[src/include/flash_pv_pkg.sv]
// Summary of operation
// - Array latches each page byte and address
// - Pulse applied while in program state, one cycle behind the pulse bit
// - Program verify read returns latched address word
// - Programming completes within maximum loop count
// - Refuse program or erase without write enable pin
// - Modes apply to range 000000 to 03FFFF
package flash_pv_pkg;
  localparam int          PAGE_BYTES  = 128;
  localparam int          ADDR_W      = 18;
  localparam logic [17:0] FLASH_LAST  = 18'h3FFFF;
  localparam logic [7:0]  ERASED_BYTE = 8'hFF;
  localparam logic [6:0]  PAGE_OFS_0  = 7'h00;
  typedef enum {
    ST_IDLE,
    ST_ENABLE,
    ST_PSETUP,
    ST_PROGRAM,
    ST_ESETUP,
    ST_ERASE,
    ST_PVERIFY,
    ST_EVERIFY
  } mode_st_t;
endpackage : flash_pv_pkg

[src/flash_page_latch.sv]
`timescale 1ns/100ps
module flash_page_latch
  import flash_pv_pkg::*;
#(
  parameter int DEPTH = PAGE_BYTES
) (
  input  wire logic                     ref_clk_i,
  input  wire logic                     reset_n_i,
  input  wire logic                     wr_i,
  input  wire logic [$clog2(DEPTH)-1:0] idx_i,
  input  wire logic [7:0]               data_i,
  input  wire logic                     pulse_i,
  output logic      [7:0]               cell_data_o [DEPTH]
);
  logic [7:0] page_mem [DEPTH];
  logic [7:0] cell_mem [DEPTH];

  // Page buffer writes and pulse burn; a pulse clears only mask-0 bits
  always_ff @(posedge ref_clk_i) begin
    for (int i = 0; i < DEPTH; i++) begin
      if (!reset_n_i) begin
        page_mem[i] <= ERASED_BYTE;
        cell_mem[i] <= ERASED_BYTE;
      end else begin
        if (wr_i && idx_i == i[$clog2(DEPTH)-1:0]) begin
          page_mem[i] <= data_i;
        end
        if (pulse_i) begin
          cell_mem[i] <= cell_mem[i] & page_mem[i];
        end
      end
    end
  end

  // One pulse cycle must leave no page zero bit still erased in cell 0
  burn_full_a: assert property (@(posedge ref_clk_i)
    disable iff (!reset_n_i)
    pulse_i && !wr_i |=> (cell_mem[0] & ~page_mem[0]) == 8'h00)
    else $error("pulse left a cell bit erased");

  assign cell_data_o = cell_mem;
endmodule : flash_page_latch

[src/flash_program_verify_seq.sv]
`timescale 1ns/100ps
module flash_program_verify_seq
  import flash_pv_pkg::*;
(
  input  wire logic              ref_clk_i,
  input  wire logic              reset_n_i,
  input  wire logic              flash_write_enable_pin_i,
  input  wire logic              software_write_enable_i,
  input  wire logic              program_setup_bit_i,
  input  wire logic              program_pulse_bit_i,
  input  wire logic              verify_after_write_bit_i,
  input  wire logic              erase_setup_bit_i,
  input  wire logic              erase_pulse_bit_i,
  input  wire logic              erase_verify_bit_i,
  input  wire logic              wr_i,
  input  wire logic              rd_i,
  input  wire logic [ADDR_W-1:0] addr_i,
  input  wire logic [7:0]        wdata_i,
  output logic      [15:0]       rdata_o,
  output logic                   rvalid_o,
  output logic                   programming_o,
  output logic                   erasing_o,
  output logic [2:0]             mode_o
);
  ////////////////////////////////////////////////////////////////////////////
  typedef struct packed {
    mode_st_t          st;
    logic [ADDR_W-1:0] vaddr;
    logic [15:0]       rdata;
    logic              rvalid;
  } seq_state_t;

  seq_state_t  cur_r;
  seq_state_t  cur_nxt;
  logic [7:0]  cells [PAGE_BYTES];
  logic        in_range;
  logic        page_wr;
  logic        pulse_on;
  logic [6:0]  hi_idx;
  logic [6:0]  lo_idx;

  // Range check for the controlled area
  assign in_range = addr_i <= FLASH_LAST;
  // Page buffer is loaded only in the enable state, whichever mode bits are set
  assign page_wr = wr_i && in_range && cur_r.st == ST_ENABLE;
  // Write pin gates the actual pulse as well as the state
  assign pulse_on = cur_r.st == ST_PROGRAM && flash_write_enable_pin_i;

  flash_page_latch #(
    .DEPTH (PAGE_BYTES)
  ) u_latch (
    .ref_clk_i   (ref_clk_i),
    .reset_n_i   (reset_n_i),
    .wr_i        (page_wr),
    .idx_i       (addr_i[6:0]),
    .data_i      (wdata_i),
    .pulse_i     (pulse_on),
    .cell_data_o (cells)
  );

  // Word pairing: even byte goes high, odd byte low
  assign hi_idx = {cur_r.vaddr[6:1], 1'b0};
  assign lo_idx = {cur_r.vaddr[6:1], 1'b1};

  ////////////////////////////////////////////////////////////////////////////
  // Mode decode; multi-bit combinations take the first bit in priority order,
  // and a pulse is entered only from its setup state, never straight from enable
  always_comb begin
    cur_nxt        = cur_r;
    cur_nxt.rvalid = 1'b0;
    case (cur_r.st)
      ST_IDLE: begin
        if (software_write_enable_i) begin
          cur_nxt.st = ST_ENABLE;
        end
      end
      ST_ENABLE: begin
        if (!software_write_enable_i) begin
          cur_nxt.st = ST_IDLE;
        end else if (program_setup_bit_i) begin
          cur_nxt.st = ST_PSETUP;
        end else if (erase_setup_bit_i) begin
          cur_nxt.st = ST_ESETUP;
        end else if (verify_after_write_bit_i) begin
          cur_nxt.st = ST_PVERIFY;
        end else if (erase_verify_bit_i) begin
          cur_nxt.st = ST_EVERIFY;
        end
      end
      ST_PSETUP: begin
        if (!program_setup_bit_i) begin
          cur_nxt.st = ST_ENABLE;
        end else if (program_pulse_bit_i) begin
          cur_nxt.st = ST_PROGRAM;
        end
      end
      ST_PROGRAM: begin
        if (!program_pulse_bit_i) begin
          cur_nxt.st = ST_PSETUP;
        end
      end
      ST_ESETUP: begin
        if (!erase_setup_bit_i) begin
          cur_nxt.st = ST_ENABLE;
        end else if (erase_pulse_bit_i) begin
          cur_nxt.st = ST_ERASE;
        end
      end
      ST_ERASE: begin
        if (!erase_pulse_bit_i) begin
          cur_nxt.st = ST_ESETUP;
        end
      end
      ST_PVERIFY: begin
        if (!verify_after_write_bit_i) begin
          cur_nxt.st = ST_ENABLE;
        end else if (wr_i && in_range) begin
          cur_nxt.vaddr = addr_i;
        end else if (rd_i) begin
          cur_nxt.rdata  = {cells[hi_idx], cells[lo_idx]};
          cur_nxt.rvalid = 1'b1;
        end
      end
      ST_EVERIFY: begin
        if (!erase_verify_bit_i) begin
          cur_nxt.st = ST_ENABLE;
        end else if (rd_i) begin
          cur_nxt.rdata  = {ERASED_BYTE, ERASED_BYTE};
          cur_nxt.rvalid = 1'b1;
        end
      end
      default: begin
        cur_nxt.st = ST_IDLE;
      end
    endcase
    // Dropping the write pin forces protection
    if (!flash_write_enable_pin_i) begin
      cur_nxt.st = ST_IDLE;
    end
  end

  ////////////////////////////////////////////////////////////////////////////
  // State register; reset returns to idle with the read word cleared
  always_ff @(posedge ref_clk_i) begin
    if (!reset_n_i) begin
      cur_r <= '{st: ST_IDLE, vaddr: '0, rdata: 16'h0000, rvalid: 1'b0};
    end else begin
      cur_r <= cur_nxt;
    end
  end

  // Pulse outputs stay combinational so a dropped pin cuts them at once
  assign rdata_o       = cur_r.rdata;
  assign rvalid_o      = cur_r.rvalid;
  assign programming_o = pulse_on;
  assign erasing_o     = cur_r.st == ST_ERASE && flash_write_enable_pin_i;
  assign mode_o        = 3'(cur_r.st);

  ////////////////////////////////////////////////////////////////////////////
  // Protocol checks on what the sequencer drives
  pin_low_blocks_a: assert property (@(posedge ref_clk_i)
    disable iff (!reset_n_i)
    !flash_write_enable_pin_i |=> !programming_o && !erasing_o)
    else $error("pulse while write pin low");
  pin_low_idle_a: assert property (@(posedge ref_clk_i)
    disable iff (!reset_n_i)
    !flash_write_enable_pin_i |=> cur_r.st == ST_IDLE)
    else $error("write pin low left a mode active");
  pulse_follows_bit_a: assert property (@(posedge ref_clk_i)
    disable iff (!reset_n_i)
    programming_o |-> $past(program_pulse_bit_i))
    else $error("pulse without pulse bit");
  pulse_ends_a: assert property (@(posedge ref_clk_i)
    disable iff (!reset_n_i)
    programming_o && !program_pulse_bit_i |=> !programming_o)
    else $error("pulse outlived bit");
  erase_ends_a: assert property (@(posedge ref_clk_i)
    disable iff (!reset_n_i)
    erasing_o && !erase_pulse_bit_i |=> !erasing_o)
    else $error("erase outlived bit");
  setup_first_a: assert property (@(posedge ref_clk_i)
    disable iff (!reset_n_i)
    $rose(programming_o) |-> $past(cur_r.st) == ST_PSETUP)
    else $error("pulse without setup");
  enable_first_a: assert property (@(posedge ref_clk_i)
    disable iff (!reset_n_i)
    cur_r.st == ST_IDLE |=> cur_r.st inside {ST_IDLE, ST_ENABLE})
    else $error("mode entered without enable");
  verify_read_a: assert property (@(posedge ref_clk_i)
    disable iff (!reset_n_i)
    cur_r.st == ST_PVERIFY && verify_after_write_bit_i && !wr_i && rd_i
    |=> rvalid_o ##0 rdata_o == $past({cells[hi_idx], cells[lo_idx]}))
    else $error("verify read wrong");
  dummy_latch_a: assert property (@(posedge ref_clk_i)
    disable iff (!reset_n_i)
    cur_r.st == ST_PVERIFY && verify_after_write_bit_i && wr_i
    |=> cur_r.vaddr == $past(addr_i))
    else $error("dummy write address not latched");
  verify_hold_a: assert property (@(posedge ref_clk_i)
    disable iff (!reset_n_i)
    !rvalid_o |-> $stable(rdata_o))
    else $error("verify word moved without read");
  reentry_via_enable_a: assert property (@(posedge ref_clk_i)
    disable iff (!reset_n_i)
    cur_r.st == ST_PSETUP && !program_setup_bit_i
    && flash_write_enable_pin_i |=> cur_r.st == ST_ENABLE)
    else $error("setup exit skipped enable");
  range_gate_a: assert property (@(posedge ref_clk_i)
    disable iff (!reset_n_i)
    page_wr |-> addr_i <= FLASH_LAST)
    else $error("write outside range");
  no_spurious_rvalid_a: assert property (@(posedge ref_clk_i)
    disable iff (!reset_n_i)
    rvalid_o |-> $past(rd_i))
    else $error("rvalid without read");
  // Main scenarios: pulse, verify read, erase, dummy write
  pulse_cov: cover property (@(posedge ref_clk_i) $fell(programming_o));
  verify_cov: cover property (@(posedge ref_clk_i) rvalid_o);
  erase_cov: cover property (@(posedge ref_clk_i) erasing_o);
  dummy_cov: cover property (@(posedge ref_clk_i)
    cur_r.st == ST_PVERIFY && wr_i);
endmodule : flash_program_verify_seq
[config.mk]
export PLATFORM = sky130hd
export DESIGN_NAME = flash_program_verify_seq
export DESIGN_NICKNAME = d
export VERILOG_FILES = /design/src/include/flash_pv_pkg.sv /design/src/flash_page_latch.sv /design/src/flash_program_verify_seq.sv
export SDC_FILE = /design/constraint.sdc
export NUM_CORES = 2
export LEC_CHECK = 0
export BUFFER_PORTS_ARGS = -buffer_cell sky130_fd_sc_hd__buf_4
export CORE_ASPECT_RATIO = 0.75
export CORE_MARGIN = 1.5
export CORE_UTILIZATION = 50
export DETAILED_ROUTE_END_ITERATION = 16
export GPL_ROUTABILITY_DRIVEN = 0
export PLACE_DENSITY_LB_ADDON = 0.25
export SLEW_MARGIN = 20
export SYNTH_ARGS = -nofsm -noshare
export SYNTH_HDL_FRONTEND = slang
export SYNTH_SLANG_ARGS = --single-unit
[constraint.sdc]
create_clock -name ref_clk_i -period 2.95 [get_ports ref_clk_i]
set_input_delay 0.4425 -clock ref_clk_i [delete_from_list [all_inputs] [get_ports ref_clk_i]]
set_output_delay 0.4425 -clock ref_clk_i [all_outputs]
set_load 0.005 [all_outputs]
==> results.cfg <==
[status]
status = complete, no violations

[sta]
fmax_mhz = 367
fin_crit_sh_pct = 92.4
finalHoldViolCount = 0
clock_skew_ns = 0.0306
tightestPinTransition_ns = 1.03
finalSetupTns_ns = 0
finalWorstSetupSlack_ns = 0.223
report.final.setup_viol = 0
rsz0062_at_grt = false
drv_slew = 0
slew-limit-headroom_pct = 31.4
fin_crit_ns = 2.73

[global_routing]
gr-total-overflow = 0
grt.total_usage_pct = 26.6
grt_pass1_vias = 52200
antenna_found_initial = 7
grt_pass1_wl_um = 328000
grt_max_degree = 159

[detailed_routing]
drcViolationCount = 0
drt_pre_antenna_iters = 6
vias = 54700
routed_via_density = 5.96
drt_wl_total_um = 218000
wl_per_cell_um = 23.8
drt_iter0_drc = 6633
antenna_left = 0

[floorplan]
die_area_sq_um = 162000
fp-row-count = 126
die_x_um = 464
core-area_sq_um = 158000
ioPinCount = 60
fp.dieH_um = 349
start_util_pct = 50.5

[setup_path]
r2r_end = rdata_o[8]
criticalPathCategory = reg -> reg
rr_worst_depth = 6
critPathRequiredTime_ns = 3.64
r2r_start = cur_r[23]
ff2ff_setup_slack_ns = 0.22
worst-path-max-fanout = 14
end_kind = register
arrival_ns = 3.42
cp-start-kind = register

[hold_path]
holdCritPathClass = in -> reg
min_to = mode_o[1]
min_path_cells = 4
hp-start = program_setup_bit_i

[cells_and_area]
area_delta_synth_final_pct = 12.8
final_common_cell = o21ai_0
final_nets = 6928
final_cell_mix = 1162 x o21ai_0, 1086 x nand2_1, 1046 x dfxtp_1
layout.cells.non_filler = 9169
layout-drive-gt1-share_pct = 12.2

[clocking]
cts_tree = yes
cts_resized = 0
clock-root-buffer = clkbuf_16
clk_latency_ns = 0.83
cts_inserted_buffers = 185
clockBufferDepth = 3
clk_pin_slew_ns = 0.06
cts_setup_buffers = 0
clock_sinks = 2074
htreeDepth = 4

[synth]
synth_seq_area_share_pct = 65.0
netlist-cell-type-count = 68
ys_warn_count = 0
synth_nets = 7031
synth_top_area_share_pct = 38.6
yosysTopAreaCell = edfxtp_1
synth-async-reset-ratio_pct = 0
synth_edf_count = 1024
synth.area.top_cells = edfxtp_1 39%, dfxtp_1 26%, or3_1 8.1%, o21ai_0 7.3%, nand2_1 5.2%
avgSynthCellArea_sq_um = 11.4
synthCells = 6993
ys.flop_type = dfxtp_1
synth_area_sq_um = 79600
ys_ff_latch = 2074

[placement]
dp_hpwl_um = 127000
dp_cells = 8803
io_buffers = 48
pre_cts_ws_ns = 0.286

[pwr]
comb_power_share_pct = 2.6
clkPwrFrac_pct = 43.9
power_w = 0.0565
switching_share_pct = 21.2
p_sw_w = 0.0120
seq_power_share_pct = 53.5
irDropWorstVdd_mv = 0.672
p_int_w = 0.0446
p_leak_nw = 25.9
powerDensity_nw_per_um2 = 629

[run]
drv_cap = 0
-- Yosys cell counts (2+ instances only) --
cell,n
a211oi_1,17
a21oi_1,62
a221oi_1,2
a22o_1,8
a22oi_1,103
a31o_1,2
a31oi_1,5
and3_1,4
buf_2,48
buf_4,59
clkbuf_1,624
dfxtp_1,1050
edfxtp_1,1024
inv_1,10
mux2_2,3
mux2i_1,331
mux4_2,91
nand2_1,1098
nand2b_1,8
nand3_1,80
nand3b_1,5
nand4_1,11
nand4b_1,3
nand4bb_1,2
nor2_1,37
nor2b_1,9
nor3_1,3
nor3_2,4
nor3b_1,2
nor4_1,4
o2111a_1,3
o2111ai_1,3
o211a_1,9
o21ai_0,1162
o22ai_1,41
or2_1,3
or2_2,4
or3_1,1027
or3b_1,2
or3b_2,2
-- layer usage --
layer / routed length, um / up-vias / GRT usage (%)
met5: 13 / - / 0
met4: 5700 / 2 / 8.26
met3: 20300 / 338 / 4.92
met2: 96800 / 2259 / 40.1
met1: 95600 / 27200 / 38.9
li1: - / 24900 / -
-- cells by family (layout without fill, tap and decap cells) --
family,after synthesis,in the layout,synth area share (%)
mux,425,425,6.78
other cells,0,2,0
compound gates,1431,1431,9.67
flops,2074,2074,65.0
buf+inv,744,806,3.88
simple gates,2319,2319,14.6
-- area by class of cell --
cell class,count,area (sq um)
clock buffer,280,5510
clock inverter,72,712
timing repair buffer,444,4260
tap,2112,2640
fill,12800,67800
sequential,2074,51800
antenna,2,5.00
inverter,10,37.5
multi-input combinational,4175,24900
-- power groups by stage --
stage	Sequential, W	Combinational [W]	Clock (W)
finish	0.0302	0.00150	0.0248
global route	0.0302	0.00157	0.0261
CTS	0.0302	0.00148	0.0250
detailed placement	0.0309	0.00147	0
global placement	0.0309	0.00144	0
floorplan	0.0309	0.000710	0
-- registers in the layout, summed over array words and instances, names as in the netlist --
signal / count
cur_r: 6
mode_o: 3
rdata_o: 16
u_latch.page_mem: 1024
rvalid_o: 1
u_latch.cell_data_o: 1024
-- repair_timing --
action	CTS	global route
hold endpoints to repair	9	0
hold buffers	11	0
endpoints found under the setup margin	0	0
-- per-stage QoR --
step	hold WS (ns)	utilization (%)	cell area, sq um
floorplan	0.435	-	79600
global placement	0.444	52.9	83400
detailed placement	0.449	52.9	83400
CTS	0.00334	56.9	89800
global route	0.0493	57.0	89800
finish	0.0567	57.0	89800
-- how the worst max path moves through the flow --
stage / cells past startpoint / from / end
floorplan: 7 / mode_o[2] / u_latch.page_mem[15][24]
global placement: 6 / wr_i / rdata_o[8]
detailed placement: 7 / wr_i / u_latch.page_mem[18][20]
CTS: 7 / cur_r[18] / rdata_o[11]
global route: 7 / mode_o[0] / u_latch.page_mem[18][17]
finish: 6 / cur_r[23] / rdata_o[8]
-- worst max-delay path, cell delays in order, from the launching register on --
cell,delay (ns)
dfxtp_1,0.65
nand4b_1,0.26
buf_4,0.26
o22ai_1,0.21
nor4_1,0.78
a31o_1,0.34
a41oi_1,0.08
(Power assumes the default switching activity.)
